## src/hdl/mute_ctrl_pkg.sv

```systemverilog
// Package: constants, states and carriers for the light curtain mute controller
package mute_ctrl_pkg;

    // Clock rate and prescaled tick
    localparam int unsigned CLK_HZ        = 125_000_000;
    localparam int unsigned TICK_HZ       = 8;
    localparam int unsigned TICK_CYCLES   = CLK_HZ / TICK_HZ;
    // Times in their own units
    localparam int unsigned MUTE_LIMIT_S  = 120;   // 2 minutes
    localparam int unsigned BYPASS_MAX_S  = 600;   // 10 minutes
    localparam int unsigned FLASH_HZ_X2   = 3;     // 1.5 Hz, times two
    // Tick counts derived from the times
    localparam int unsigned MUTE_LIMIT_TICKS = MUTE_LIMIT_S * TICK_HZ;
    localparam int unsigned BYPASS_MAX_TICKS = BYPASS_MAX_S * TICK_HZ;
    localparam int unsigned FLASH_HALF_TICKS = (TICK_HZ * 2 + FLASH_HZ_X2 * 2 - 1)
                                               / (FLASH_HZ_X2 * 2) ;
    localparam int unsigned TICK_CNT_W    = 24;
    localparam int unsigned STATE_CNT_W   = 13;

    // Diagnostic codes, two hex digits
    localparam logic [7:0] DIAG_RUN       = 8'h00;
    localparam logic [7:0] DIAG_MUTE      = 8'h02;
    localparam logic [7:0] DIAG_BYPASS    = 8'h03;
    localparam logic [7:0] DIAG_STOP      = 8'h01;
    localparam logic [7:0] DIAG_INTERLOCK = 8'h05;
    localparam logic [7:0] DIAG_LOCKOUT   = 8'h0F;

    // Interlock configuration
    typedef enum logic [1:0] {
        ILK_AUTO          = 2'h0,
        ILK_START         = 2'h1,
        ILK_START_RESTART = 2'h2
    } interlock_mode_e;

    // Controller states, one-hot; lockout uses the all-zero code
    typedef enum logic [6:0] {
        ST_POWERUP   = 7'h01,
        ST_INTERLOCK = 7'h02,
        ST_RUN       = 7'h04,
        ST_STOP      = 7'h08,
        ST_MUTE      = 7'h10,
        ST_BYPASS_OK = 7'h20,
        ST_BYPASS    = 7'h40
    } ctrl_state_e;
    localparam logic [6:0] ST_LOCKOUT_CODE = 7'h00;

    // Mute sensor sequencing states
    typedef enum logic [2:0] {
        SQ_IDLE  = 3'h1,
        SQ_FIRST = 3'h2,
        SQ_FAIL  = 3'h4
    } seq_state_e;
    localparam int unsigned SEQ_WINDOW_S      = 3;  // less than 3 s between sensors
    localparam int unsigned SEQ_WINDOW_TICKS  = SEQ_WINDOW_S * TICK_HZ;

    // Configuration carrier
    typedef struct packed {
        logic            mute_enable;
        logic            mute_limit_en;
        logic            directional;
        interlock_mode_e interlock;
    } config_s;

    // Indicator carrier
    typedef struct packed {
        logic run_green;
        logic stop_red;
        logic interlock_yellow;
        logic mute_lamp;
    } lamps_s;

endpackage

```

## src/hdl/light_curtain_mute_controller.sv

```systemverilog
// Safety output state controller with muting, bypass and interlock
`timescale 1ns/1ps
module light_curtain_mute_controller #(
    parameter int unsigned CURTAINS   = 2,
    parameter int unsigned TICK_DIV   = mute_ctrl_pkg::TICK_CYCLES,
    parameter int unsigned FB_GRACE   = 4
) (
    input  wire logic                   ref_clk,
    input  wire logic                   rst_n,
    input  wire logic [CURTAINS-1:0]    light_curtain_in,
    input  wire logic [CURTAINS-1:0]    curtain_select,
    input  wire logic [1:0]             mute_sensor,
    input  wire logic                   start_button,
    input  wire logic                   contactor_feedback_monitor,
    input  wire mute_ctrl_pkg::config_s cfg,
    output logic [1:0]                  safety_switching_output,
    output mute_ctrl_pkg::lamps_s       lamps,
    output logic [7:0]                  diag_code,
    output logic                        lockout
);

    // Refuse sizes that the synchroniser, divider and grace counter cannot hold
    if (CURTAINS < 1 || CURTAINS > 8 || TICK_DIV < 2 || TICK_DIV >= (1 << 24)
        || FB_GRACE < 1 || FB_GRACE > 255) begin : g_bad_param
        $error("light_curtain_mute_controller: unsupported parameter");
    end

    // Two-flop synchronisers for the curtain, mute sensor, start and feedback inputs
    localparam int unsigned SW = CURTAINS + 4;
    logic [SW-1:0] sync1_q, sync2_q;
    always_ff @(posedge ref_clk or negedge rst_n) begin
        if (!rst_n) begin
            sync1_q <= '0;
            sync2_q <= '0;
        end else begin
            sync1_q <= {light_curtain_in, mute_sensor, start_button, contactor_feedback_monitor};
            sync2_q <= sync1_q;
        end
    end
    logic [CURTAINS-1:0] curt;
    logic [1:0]          msens;
    logic                start_s, fb_s;
    assign {curt, msens, start_s, fb_s} = sync2_q;

    // Curtain clear when every selected input is on
    logic curt_clear, sens_any, sens_all;
    assign curt_clear = &(curt | ~curtain_select);
    assign sens_any   = |msens;
    assign sens_all   = &msens;

    // Start edge detection: press then release
    logic start_prev_q, start_prev_d;
    logic start_rel;
    assign start_prev_d = start_s;
    assign start_rel    = start_prev_q & ~start_s;

    // Prescaled tick shared by the sequence window and state timers; the feedback grace counts clocks
    logic [23:0] div_q, div_d;
    logic        tick;
    always_comb begin
        tick  = (div_q == 24'(TICK_DIV - 1));
        div_d = tick ? 24'h000000 : div_q + 24'h000001;
    end

    // Mute sensor sequencing
    mute_ctrl_pkg::seq_state_e sq_q, sq_d;
    logic [12:0] sq_cnt_q, sq_cnt_d;
    logic        seq_ok, seq_fail;
    always_comb begin
        sq_d     = sq_q;
        sq_cnt_d = sq_cnt_q;
        seq_ok   = 1'b0;
        seq_fail = 1'b0;
        case (sq_q)
            mute_ctrl_pkg::SQ_IDLE: begin
                sq_cnt_d = 13'h0000;
                if (sens_all && !cfg.directional) begin
                    seq_ok = 1'b1;
                end else if (msens == 2'b01) begin
                    sq_d = mute_ctrl_pkg::SQ_FIRST;
                end else if (msens == 2'b10 && cfg.directional) begin
                    sq_d = mute_ctrl_pkg::SQ_FAIL;
                end else if (msens == 2'b10) begin
                    sq_d = mute_ctrl_pkg::SQ_FIRST;
                end else if (sens_all) begin
                    sq_d = mute_ctrl_pkg::SQ_FAIL;
                end
            end
            mute_ctrl_pkg::SQ_FIRST: begin
                if (tick)
                    sq_cnt_d = sq_cnt_q + 13'h0001;
                if (sens_all) begin
                    seq_ok = 1'b1;
                end else if (!sens_any) begin
                    sq_d = mute_ctrl_pkg::SQ_IDLE;
                end else if (sq_cnt_q >= 13'(mute_ctrl_pkg::SEQ_WINDOW_TICKS)) begin
                    sq_d = mute_ctrl_pkg::SQ_FAIL;
                end
            end
            mute_ctrl_pkg::SQ_FAIL: begin
                seq_fail = 1'b1;
                if (!sens_any)
                    sq_d = mute_ctrl_pkg::SQ_IDLE;
            end
            default: sq_d = mute_ctrl_pkg::SQ_IDLE;
        endcase
        if (!cfg.mute_enable) begin
            sq_d   = mute_ctrl_pkg::SQ_IDLE;
            seq_ok = 1'b0;
        end
    end

    // Main controller
    mute_ctrl_pkg::ctrl_state_e st_q, st_d;
    logic [12:0] cnt_q, cnt_d;
    logic        fail_stop_q, fail_stop_d;
    logic [7:0]  fb_cnt_q, fb_cnt_d;
    logic        fb_fault;
    logic        outs_on;
    logic        stop_target_ilk;

    // Outputs on in run, mute and bypass; feedback is opposite to outputs
    assign outs_on = (st_q == mute_ctrl_pkg::ST_RUN) || (st_q == mute_ctrl_pkg::ST_MUTE)
                     || (st_q == mute_ctrl_pkg::ST_BYPASS);
    // Feedback must follow the outputs within a short grace time
    always_comb begin
        fb_cnt_d = (fb_s == outs_on) ? fb_cnt_q + 8'h01 : 8'h00;
        fb_fault = (fb_cnt_q >= 8'(FB_GRACE));
        // Saturate only while the mismatch lasts, else lockout could never be left
        if (fb_fault && fb_s == outs_on)
            fb_cnt_d = fb_cnt_q;
    end
    assign stop_target_ilk = (cfg.interlock == mute_ctrl_pkg::ILK_START_RESTART);

    always_comb begin
        st_d        = st_q;
        cnt_d       = (tick && cnt_q != 13'h1FFF) ? cnt_q + 13'h0001 : cnt_q;
        fail_stop_d = fail_stop_q;
        case (st_q)
            mute_ctrl_pkg::ST_POWERUP: begin
                if (cfg.interlock != mute_ctrl_pkg::ILK_AUTO)
                    st_d = mute_ctrl_pkg::ST_INTERLOCK;
                else if (curt_clear)
                    st_d = mute_ctrl_pkg::ST_RUN;
            end
            mute_ctrl_pkg::ST_INTERLOCK: begin
                if (start_rel && curt_clear)
                    st_d = mute_ctrl_pkg::ST_RUN;
            end
            mute_ctrl_pkg::ST_RUN: begin
                fail_stop_d = 1'b0; // Stale sequence failures must not offer a bypass later
                if (seq_ok)
                    st_d = mute_ctrl_pkg::ST_MUTE;
                else if (!curt_clear) begin
                    fail_stop_d = seq_fail;
                    st_d = stop_target_ilk ? mute_ctrl_pkg::ST_INTERLOCK
                                           : mute_ctrl_pkg::ST_STOP;
                end
            end
            mute_ctrl_pkg::ST_MUTE: begin
                if (cfg.mute_limit_en
                    && cnt_q >= 13'(mute_ctrl_pkg::MUTE_LIMIT_TICKS)) begin
                    st_d = mute_ctrl_pkg::ST_BYPASS_OK;
                end else if (!sens_all) begin
                    // Curtain still blocked when sensors drop means a real intrusion
                    st_d = curt_clear ? mute_ctrl_pkg::ST_RUN : mute_ctrl_pkg::ST_STOP;
                end
            end
            mute_ctrl_pkg::ST_STOP: begin
                if (fail_stop_q && sens_any && cfg.mute_enable)
                    st_d = mute_ctrl_pkg::ST_BYPASS_OK;
                else if (curt_clear && cfg.interlock == mute_ctrl_pkg::ILK_AUTO)
                    st_d = mute_ctrl_pkg::ST_RUN;
                else if (curt_clear)
                    st_d = stop_target_ilk ? mute_ctrl_pkg::ST_INTERLOCK
                                           : mute_ctrl_pkg::ST_RUN;
            end
            mute_ctrl_pkg::ST_BYPASS_OK: begin
                if (start_rel)
                    st_d = mute_ctrl_pkg::ST_BYPASS;
                else if (!sens_any && curt_clear)
                    st_d = mute_ctrl_pkg::ST_STOP;
            end
            mute_ctrl_pkg::ST_BYPASS: begin
                // One machine cycle: sensors or curtain clearing ends it
                if (!sens_any || curt_clear
                    || cnt_q >= 13'(mute_ctrl_pkg::BYPASS_MAX_TICKS)) begin
                    fail_stop_d = 1'b0;
                    st_d = mute_ctrl_pkg::ST_STOP;
                end
            end
            default: begin
                // Lockout: a Start release reruns the power-up self-test
                if (start_rel)
                    st_d = mute_ctrl_pkg::ST_POWERUP;
            end
        endcase
        if (fb_fault && st_q != mute_ctrl_pkg::ctrl_state_e'(mute_ctrl_pkg::ST_LOCKOUT_CODE))
            st_d = mute_ctrl_pkg::ctrl_state_e'(mute_ctrl_pkg::ST_LOCKOUT_CODE);
        if (st_d != st_q)
            cnt_d = 13'h0000;
    end

    // Output decode, registered
    logic [1:0]           oss_d;
    mute_ctrl_pkg::lamps_s lamps_d;
    logic [7:0]           diag_d;
    logic                 flash;
    assign flash = (((cnt_q / 13'(mute_ctrl_pkg::FLASH_HALF_TICKS)) & 13'h0001) == 13'h0000);
    always_comb begin
        oss_d   = outs_on ? 2'h3 : 2'h0;
        lamps_d = '0;
        diag_d  = mute_ctrl_pkg::DIAG_LOCKOUT;
        case (st_d)
            mute_ctrl_pkg::ST_POWERUP:   diag_d = mute_ctrl_pkg::DIAG_STOP;
            mute_ctrl_pkg::ST_INTERLOCK: begin
                lamps_d.interlock_yellow = 1'b1;
                lamps_d.stop_red         = 1'b1;
                diag_d = mute_ctrl_pkg::DIAG_INTERLOCK;
            end
            mute_ctrl_pkg::ST_RUN: begin
                lamps_d.run_green = 1'b1;
                diag_d = mute_ctrl_pkg::DIAG_RUN;
            end
            mute_ctrl_pkg::ST_STOP: begin
                lamps_d.stop_red = 1'b1;
                diag_d = mute_ctrl_pkg::DIAG_STOP;
            end
            mute_ctrl_pkg::ST_MUTE, mute_ctrl_pkg::ST_BYPASS: begin
                lamps_d.run_green = 1'b1;
                lamps_d.mute_lamp = 1'b1;
                diag_d = mute_ctrl_pkg::DIAG_MUTE;
            end
            mute_ctrl_pkg::ST_BYPASS_OK: begin
                lamps_d.stop_red  = 1'b1;
                lamps_d.mute_lamp = flash;
                diag_d = mute_ctrl_pkg::DIAG_BYPASS;
            end
            default: lamps_d.stop_red = 1'b1;
        endcase
        // Outputs follow the next state so no stale run cycle is leaked
        oss_d = ((st_d == mute_ctrl_pkg::ST_RUN) || (st_d == mute_ctrl_pkg::ST_MUTE)
                 || (st_d == mute_ctrl_pkg::ST_BYPASS)) ? 2'h3 : 2'h0;
    end

    // State registers
    always_ff @(posedge ref_clk or negedge rst_n) begin
        if (!rst_n) begin
            start_prev_q            <= 1'b0;
            div_q                   <= 24'h000000;
            sq_q                    <= mute_ctrl_pkg::SQ_IDLE;
            sq_cnt_q                <= 13'h0000;
            st_q                    <= mute_ctrl_pkg::ST_POWERUP;
            cnt_q                   <= 13'h0000;
            fail_stop_q             <= 1'b0;
            fb_cnt_q                <= 8'h00;
            safety_switching_output <= 2'h0;
            lamps                   <= '0;
            diag_code               <= mute_ctrl_pkg::DIAG_STOP;
            lockout                 <= 1'b0;
        end else begin
            start_prev_q            <= start_prev_d;
            div_q                   <= div_d;
            sq_q                    <= sq_d;
            sq_cnt_q                <= sq_cnt_d;
            st_q                    <= st_d;
            cnt_q                   <= cnt_d;
            fail_stop_q             <= fail_stop_d;
            fb_cnt_q                <= fb_cnt_d;
            safety_switching_output <= oss_d;
            lamps                   <= lamps_d;
            diag_code               <= diag_d;
            lockout                 <= (st_d == mute_ctrl_pkg::ctrl_state_e'(
                                        mute_ctrl_pkg::ST_LOCKOUT_CODE));
        end
    end

endmodule

```

## config.mk

```make
export PLATFORM = sky130hd
export DESIGN_NAME = light_curtain_mute_controller
export DESIGN_NICKNAME = d
export VERILOG_FILES = /design/src/hdl/mute_ctrl_pkg.sv /design/src/hdl/light_curtain_mute_controller.sv
export SDC_FILE = /design/constraint.sdc
export NUM_CORES = 1
export LEC_CHECK = 0
export ABC_CLOCK_PERIOD_IN_PS = 10100
export BUFFER_PORTS_ARGS = -buffer_cell sky130_fd_sc_hd__buf_2
export CAP_MARGIN = 20
export CORE_ASPECT_RATIO = 1.25
export CORE_UTILIZATION = 30
export DETAILED_ROUTE_END_ITERATION = 8
export PLACE_DENSITY = 0.42
export SKIP_CTS_REPAIR_TIMING = 1
export SYNTH_ARGS = -nofsm -noshare
export SYNTH_HDL_FRONTEND = slang
export SYNTH_SLANG_ARGS = --single-unit
```

## constraint.sdc

```tcl
create_clock -name ref_clk -period 10.1 [get_ports ref_clk]
set_clock_uncertainty 0.2 [all_clocks]
set_input_delay 2.02 -clock ref_clk [delete_from_list [all_inputs] [get_ports ref_clk]]
set_output_delay 2.02 -clock ref_clk [all_outputs]
set_load 0.01 [all_outputs]
```

==> run metrics, run 1 <==
fin util 0.340; #FFs+latches synth 91; layout cells sized above 1 0.122; Tot GR Track Use 0.139; Worst EP arrival roughly 5.4 ns; CP max FO 13; Mapped Avg Cell Area slightly below 9 sq um; status finished clean; Rows between 50 and 60; Critical Path Sink Type flip-flop; max-slew violations 0; critical path launch point type input pin; First-pass DRT Iterations 5; fillers about 1900; sequential share of the synthesized area 0.403; post-route ant nets 0; worst skew pair latency 0.34 ns; Post-Synthesis Cells 635; first-pass GRT wire length approximately 22 mm; CTS clk-pin slew, worst paths 0.06 ns; Crit Path Category in2reg; Post-synth ARST share 1.00; Finish-stage setup viols 0; Max-cap violations 0; die width around 120 microns; WL per Instance 15.0 microns; Slew @ Worst Pin between 1 and 1.5 ns; port bufs 25; clk buf depth 2; slew margin rel. 0.267; count of cell types in the netlist 76; Die H approximately 160 microns; area post-placement ~6000 sq um; overall die area 19400 sq um; # DRC 0; Setup TNS Final 0 ns; CTS buffer count 9; I/O pin total 30; DRT Wirelength about 13 mm; vias in the first global route 4552; initial antenna violation count 0; HP Class reg2reg; worst hold slack roughly 0.15 ns; PD cells about 180 nW/um^2; Iter 0 DRT Violations ~240; Final Hold Fails 0; EDFF count, synth 0; global route overflow 0; nets@finish around 670; detailed-route via count between 4000 and 5000; ys flop type dfrtp_1; Ys Warns 0; Core Box Area about 18000 sq um; Synth Cell Area between 5000 and 6000 sq um; Ant. Diodes 0; GPL Wtd Cong about 0.84; Detail Placement HPWL 9.65 mm; CTS sink cnt 91; final worst path period share 0.532; Pleak 2.58 nW; synth-to-layout area growth 9.92%; Initial Utilization 0.309; RSZ-0062 raised after global routing false; worst endpoint required time a little over 10 ns; Avg Vias per Cell ~5.2; Max VDD drop 95.0 uV; fin crit period 5.37 ns; FMAX 186 MHz; H-tree levels 3; clock root buffer clkbuf_16; Design Area, Final 6220 sq um; pin count of the biggest net entering global routing between 60 and 70; TritonCTS clock tree done
-- cells by family after synthesis --
family / after synthesis / synth area share
muxes: 8 / 0.0144
other: 1 / 0.000662
xor gates and xnor gates: 51 / 0.0789
buffers and inverters: 65 / 0.0526
adders and majority gates: 13 / 0.0287
DFF: 91 / 0.403
AOI/OAI and AO/OA: 126 / 0.154
and+or+nand+nor: 280 / 0.268
-- critical path: stages --
cell and delay [ns]:
buf_2 0.09, a22oi_1 0.86, mux2i_1 0.27, o32ai_1 0.09
a21oi_1 0.31, nor2_1 0.13, xnor2_1 0.15, a2111oi_0 0.48
nand4_1 0.74, nor2_2 0.28
-- state kept, by name, indices dropped and copies added, names as in the netlist, 3 cells and up --
register	count
sq_cnt_q	13
cnt_q	13
sync2_q	6
div_q	24
sq_q	3
lamps	3
st_q	7
fb_cnt_q	8
diag_code	4
sync1_q	6
-- power breakdown --
part	switching (mW)	internal, mW	leakage (nW)
sequential	0.0426	0.401	1.19
clock	0.134	0.198	0.144
combinational	0.216	0.131	1.25
-- final timing paths --
path	startpoint	endpoint	slack [ns]	cells after the start
max	curtain_select[0]	cnt_q[8]	4.73	10
min	sync1_q[0]	sync2_q[0]	0.15	0
max reg2reg	cnt_q[10]	lamps[0]	5.32	14
min reg2reg	sync1_q[0]	sync2_q[0]	0.15	0
max in group asynchronous	rst_n	div_q[6]	7.19	2
min in group asynchronous	rst_n	sq_cnt_q[6]	1.39	1
-- area by class of cell --
cell class / instances / area, sq um / share of cell area
multi-input cells: 482 / 3100 / 0.498
flip-flops and latches: 91 / 2280 / 0.367
well taps: 228 / 285 / 0.0458
clock buffers: 13 / 250 / 0.0402
repair buffers: 30 / 165 / 0.0265
inverters: 27 / 101 / 0.0163
clock inverters: 3 / 40.0 / 0.00643
-- cells in the mapped netlist (4+ instances only) --
library cell | n | area share
dfrtp_1 | 88 | 0.39
nor2_1 | 62 | 0.041
nand2_1 | 51 | 0.034
a21oi_1 | 31 | 0.027
inv_1 | 27 | 0.018
xnor2_1 | 26 | 0.040
xor2_1 | 25 | 0.039
o21ai_0 | 24 | 0.021
nand3_1 | 22 | 0.019
clkbuf_1 | 18 | 0.012
nor3_1 | 16 | 0.014
nand4_1 | 14 | 0.015
ha_1 | 13 | 0.029
and2_1 | 12 | 0.013
nor2_2 | 12 | 0.013
nor2b_1 | 12 | 0.013
or3_1 | 12 | 0.013
nand2b_1 | 11 | 0.012
buf_2 | 10 | 0.0088
a31oi_1 | 9 | 0.0099
nor3b_1 | 9 | 0.012
and3_1 | 8 | 0.0088
a211oi_1 | 7 | 0.0093
buf_4 | 7 | 0.0093
mux2i_1 | 7 | 0.012
nand3b_1 | 6 | 0.0080
nor4_1 | 6 | 0.0066
o211ai_1 | 5 | 0.0066
a2111oi_0 | 4 | 0.0062
a21o_1 | 4 | 0.0053
a22oi_1 | 4 | 0.0053
o22ai_1 | 4 | 0.0044
-- per-stage QoR --
stage	setup slack (ns)	instances	power [mW]
3_5_place_dp	4.30	857	0.802
2_1_floorplan	5.56	638	0.726
4_1_cts	4.62	873	1.14
6_report	4.73	874	1.12
3_3_place_gp	4.50	857	0.799
5_1_grt	4.24	874	1.20
-- layout by cell type, fill, tap and decap left out, drive strengths merged, types with 13 or more instances in the layout --
cell    Yosys  routed
clkbuf     18      13
xor2       25      25
buf        20      30
ha         13      13
o21ai      27      27
xnor2      26      26
inv        27      27
nand4      14      14
or3        14      14
nor2       74      74
a21oi      31      31
dfrtp      88      88
nand2      52      52
nand3      22      22
nor3       16      16
-- per-layer routing --
| metal | global-route usage | routed length [microns] | vias to the layer above |
|---|---|---|---|
| met2 | 0.249 | 6700 | 63 |
| met4 | 0.0569 | 292 | 0 |
| met3 | 0.0185 | 266 | 20 |
| met1 | 0.169 | 5820 | 2208 |
| li1 | - | - | 2239 |
| met5 | 0 | 0 | - |
No activity file was read; power rests on OpenSTA's default activity.
==> run 2, diff against run 1 <==
--- a/config.mk
+++ b/config.mk
@@ -5,7 +5,7 @@
 export SDC_FILE = /design/constraint.sdc
 export NUM_CORES = 1
 export LEC_CHECK = 0
-export ABC_CLOCK_PERIOD_IN_PS = 10100
+export ABC_CLOCK_PERIOD_IN_PS = 5200
 export BUFFER_PORTS_ARGS = -buffer_cell sky130_fd_sc_hd__buf_2
 export CAP_MARGIN = 20
 export CORE_ASPECT_RATIO = 1.25
==> constraint.sdc (replaced) <==
create_clock -name ref_clk -period 5.2 [get_ports ref_clk]
set_clock_uncertainty 0.2 [all_clocks]
set_input_delay 1.04 -clock ref_clk [delete_from_list [all_inputs] [get_ports ref_clk]]
set_output_delay 1.04 -clock ref_clk [all_outputs]
set_load 0.01 [all_outputs]
==> run metrics, run 2 (synthesis results as in run 1) <==
Largest register FFs 24; Reg2Reg Setup Slack a little under 0.7 ns; first-pass GRT wire length 22.2 mm; die width roughly 120 microns; commonest non-fill, non-tap cell in the layout dfrtp_1; # DRC 0; layout cells sized above 1 0.128; Core Box Area approximately 18000 sq um; overall die area around 19000 sq um; fillers ~1900; flip-flop and latch area 2280 sq um; reg-to-reg critical path startpoint cnt_q[10]; PD cells 358 nW/um^2; final worst path period share 0.870; hold path start sync1_q[5]; worst stage delay on the critical path roughly 0.65 ns; HP Class reg2reg; H-tree levels 3; synth-to-layout area growth 10.6%; CP cell instances or3b_2 > a31oi_1 > a22oi_1 > and2_1 > mux2i_1 > a2111oi_1 > a2bb2oi_1 > o21ai_0 > ha_1 > nor3b_1 > and3_1 > a2111oi_0 > a21boi_1 > a31o_1; clk buf depth 2; Slew @ Worst Pin between 1 and 1.5 ns; Design Power 2.24 mW; Flop pwr share 0.382; vias in the first global route roughly 4500; FMAX approximately 220 MHz; Crit Path Category reg2reg; pin count of the biggest net entering global routing between 60 and 70; hold path depth 0; DRT Wirelength around 13 mm; internal power contribution roughly 1.5 mW; CP max stage cell dfrtp_1; largest registers div_q: 24 flops, cnt_q: 13 flops, sq_cnt_q: 13 flops; Rows 55; Avg Vias per Cell 5.08; Top reg by flops div_q; TritonCTS clock tree done; NetSw 0.781 mW; clock root buffer clkbuf_16; nets@finish around 670; Sw Ratio 0.348; max-slew violations 0; Combinational Power Share 0.317; GPL Wtd Cong between 0.8 and 0.9; global route overflow 0; status finished clean; Iter 0 DRT Violations about 200; CTS clk-pin slew, worst paths 0.06 ns; worst skew pair latency around 0.35 ns; capturing point of the worst reg2reg path lamps[0]; Finish-stage setup viols 0; worst r2r path cells 14; Max VDD drop between 150 and 200 uV; slew margin rel. 0.318; CTS buffer count 9; Critical Path Sink Type flip-flop; CP max FO 17; Max-cap violations 0; initial antenna violation count 0; WL per Instance about 15 microns; Pleak 2.60 nW; First-pass DRT Iterations 4; RSZ-0062 raised after global routing false; CTS sink cnt 91; Initial Utilization 0.309; port bufs 25; Die H ~160 microns; critical path launch point type flip-flop; Worst Hold Endpoint sync2_q[5]; Ant. Diodes 0; area occupied by multi-input gates just over 3000 sq um; I/O pin total 30; Detail Placement HPWL approximately 9.6 mm; Final Hold Fails 0; Worst EP arrival 4.56 ns; detailed-route via count between 4000 and 5000; most frequent cells in the layout 88 x dfrtp_1, 62 x nor2_1, 51 x nand2_1, 31 x a21oi_1, 27 x inv_1; Clk pwr share 0.302; Tot GR Track Use 0.144; post-route ant nets 0; worst endpoint required time between 5 and 6 ns; fin crit period between 4 and 5 ns; Setup TNS Final 0 ns
-- run 2: through the flow --
step | area [sq um] | setup slack [ns] | utilization | std cells | hold WS (ns)
2_1_floorplan | 5670 | 1.21 | - | 638 | 0.131
3_3_place_gp | 5960 | 0.812 | 0.325 | 861 | 0.134
3_5_place_dp | 5960 | 0.663 | 0.325 | 861 | 0.140
4_1_cts | 6260 | 0.658 | 0.342 | 877 | 0.153
5_1_grt | 6260 | 0.364 | 0.342 | 877 | 0.157
6_report | 6260 | 0.678 | 0.342 | 877 | 0.149
-- run 2: worst max path at each step --
stage	slack (ns)	startpoint	to
after floorplan	1.21	cnt_q[8]	lamps[0]
after global placement	0.81	cnt_q[10]	lamps[0]
after detailed placement	0.66	cnt_q[10]	lamps[0]
after CTS	0.66	cnt_q[10]	lamps[0]
after global routing	0.36	cnt_q[10]	lamps[0]
final	0.68	cnt_q[10]	lamps[0]
-- run 2: power groups by stage --
| stage | Combinational (mW) | Sequential [mW] | Clock [mW] |
|---|---|---|---|
| after floorplan | 0.580 | 0.830 | 0 |
| after global placement | 0.717 | 0.872 | 0 |
| after detailed placement | 0.718 | 0.872 | 0 |
| after CTS | 0.721 | 0.860 | 0.706 |
| after global routing | 0.796 | 0.868 | 0.726 |
| final | 0.711 | 0.857 | 0.678 |
-- run 2: routing by layer --
metal,vias up,GRT usage,wire length [microns]
met5,-,0,0
met4,0,0.0627,220
met3,11,0.0226,229
met2,54,0.256,6680
met1,2149,0.172,6030
li1,2242,-,-
-- run 2: final cells by class --
| cell class | instances | share of cell area |
|---|---|---|
| clock buffer | 13 | 0.0416 |
| sequential | 91 | 0.364 |
| multi-input combinational | 482 | 0.495 |
| inverter | 27 | 0.0162 |
| tap | 228 | 0.0456 |
| timing repair buffer | 33 | 0.0300 |
| clock inverter | 3 | 0.00739 |
-- run 2: critical path, delay by kind of cell, from the launching register on --
family	cells	cell delay (ns)
AO/OA/AOI/OAI	8	2.03
AND/OR/NAND/NOR	4	1.02
flip-flops	1	0.65
adder cells (fa/ha/maj)	1	0.36
multiplexers	1	0.15
==> run 3, diff against run 2 <==
--- a/config.mk
+++ b/config.mk
@@ -5,13 +5,13 @@
 export SDC_FILE = /design/constraint.sdc
 export NUM_CORES = 1
 export LEC_CHECK = 0
-export ABC_CLOCK_PERIOD_IN_PS = 5200
+export ABC_CLOCK_PERIOD_IN_PS = 5300
 export BUFFER_PORTS_ARGS = -buffer_cell sky130_fd_sc_hd__buf_2
 export CAP_MARGIN = 20
 export CORE_ASPECT_RATIO = 1.25
-export CORE_UTILIZATION = 30
+export CORE_UTILIZATION = 60
 export DETAILED_ROUTE_END_ITERATION = 8
-export PLACE_DENSITY = 0.42
+export PLACE_DENSITY = 0.75
 export SKIP_CTS_REPAIR_TIMING = 1
 export SYNTH_ARGS = -nofsm -noshare
 export SYNTH_HDL_FRONTEND = slang
==> constraint.sdc (replaced) <==
create_clock -name ref_clk -period 5.3 [get_ports ref_clk]
set_clock_uncertainty 0.2 [all_clocks]
set_input_delay 1.06 -clock ref_clk [delete_from_list [all_inputs] [get_ports ref_clk]]
set_output_delay 1.06 -clock ref_clk [all_outputs]
set_load 0.01 [all_outputs]
==> run metrics, run 3 (synthesis results as in run 1) <==
global route overflow 0; Final Hold Fails 0; HP Class reg2reg; Iter 0 DRT Violations 192; CTS clk-pin slew, worst paths approximately 0.07 ns; worst endpoint required time around 5.3 ns; most frequent cells in the layout 88 x dfrtp_1, 62 x nor2_1, 51 x nand2_1, 31 x a21oi_1, 27 x inv_1; Max VDD drop 329 uV; clock root buffer clkbuf_16; largest registers div_q: 24 flops, cnt_q: 13 flops, sq_cnt_q: 13 flops; worst skew pair latency around 0.34 ns; Critical Path Sink Type flip-flop; overall die area 9830 sq um; commonest non-fill, non-tap cell in the layout dfrtp_1; non-filler cells, final 769; Largest register FFs 24; reg-to-reg critical path startpoint cnt_q[10]; post-route ant nets 0; max-slew violations 0; DRT Wirelength between 10 and 15 mm; fin util 0.667; Top reg by flops div_q; area post-placement ~5800 sq um; Avg Vias per Cell 6.02; detailed-route via count roughly 4600; slew margin rel. 0.285; first-pass GRT wire length ~20 mm; Cells after DPL roughly 750; Rows 39; FMAX 215 MHz; clk buf depth 2; Core Box Area slightly above 9000 sq um; H-tree levels 3; worst r2r path cells 14; vias in the first global route 4355; # DRC 0; First-pass DRT Iterations 5; Worst EP arrival between 4 and 5 ns; Worst Hold Endpoint sync2_q[4]; port bufs 25; nets@finish between 600 and 700; WL per Instance roughly 15 microns; Setup TNS Final 0 ns; pin count of the biggest net entering global routing a little over 90; pre-CTS WS 0.825 ns; I/O pin total 30; fin crit period approximately 4.6 ns; status finished clean; PD cells 354 nW/um^2; Setup WS post-layout between 0.6 and 0.7 ns; RSZ-0062 raised after global routing false; initial antenna violation count 0; Crit Path Category reg2reg; Design Power approximately 2.2 mW; die width 88.9 microns; Max-cap violations 0; Initial Utilization 0.617; Ant. Diodes 0; final worst path period share 0.876; Reg2Reg Setup Slack 0.66 ns; critical path launch point type flip-flop; worst hold slack ~0.14 ns; layout cells sized above 1 0.125; CTS sink cnt 91; Finish-stage setup viols 0; Design Area, Final between 6000 and 7000 sq um; Tot GR Track Use 0.256; CP max FO 17; hold path depth 0; GPL Wtd Cong 0.864; hold path start sync1_q[4]; Pleak 2.60 nW; TritonCTS clock tree done; capturing point of the worst reg2reg path lamps[0]; Slew @ Worst Pin roughly 1.1 ns; synth-to-layout area growth 8.09%; Die H about 110 microns; Detail Placement HPWL approximately 8.3 mm; CTS buffer count 9
## run 3: worst max-delay path by stage
stage | startpoint | endpoint | slack (ns) | depth (start not counted)
floorplan | cnt_q[8] | lamps[0] | 1.31 | 16
global placement | cnt_q[10] | lamps[0] | 0.99 | 14
detailed placement | cnt_q[10] | lamps[0] | 0.83 | 14
CTS | cnt_q[10] | lamps[0] | 0.65 | 14
global route | cnt_q[10] | lamps[0] | 0.30 | 14
finish | cnt_q[10] | lamps[0] | 0.66 | 14
## run 3: metal layers
layer	global-route usage	share of wire	vias to the layer above
met2	0.412	0.50	92
met3	0.0463	0.029	20
met4	0.0796	0.018	0
met5	0	0	-
li1	-	-	2243
met1	0.349	0.45	2276
## run 3: critical path, cell delays in order (launching register included)
cell	delay (ns)
dfrtp_1	0.64
or3b_2	0.50
a31oi_1	0.18
a22oi_1	0.13
and2_1	0.27
mux2i_1	0.14
a2111oi_1	0.55
a2bb2oi_1	0.35
o21ai_0	0.13
ha_1	0.36
nor3b_1	0.08
and3_1	0.19
a2111oi_0	0.42
a21boi_1	0.13
a31o_1	0.23
## run 3: report_power, final
part           internal [mW]  switching [mW]
Clock                  0.366           0.260
Sequential             0.765          0.0731
Combinational          0.279           0.421
## run 3: layout make-up
class,count,area (sq um)
sequential,91,2280
inverter,27,101
timing repair buffer,31,193
multi-input combinational,482,3100
clock inverter,5,61.3
fill,787,3050
tap,123,154
clock buffer,10,229
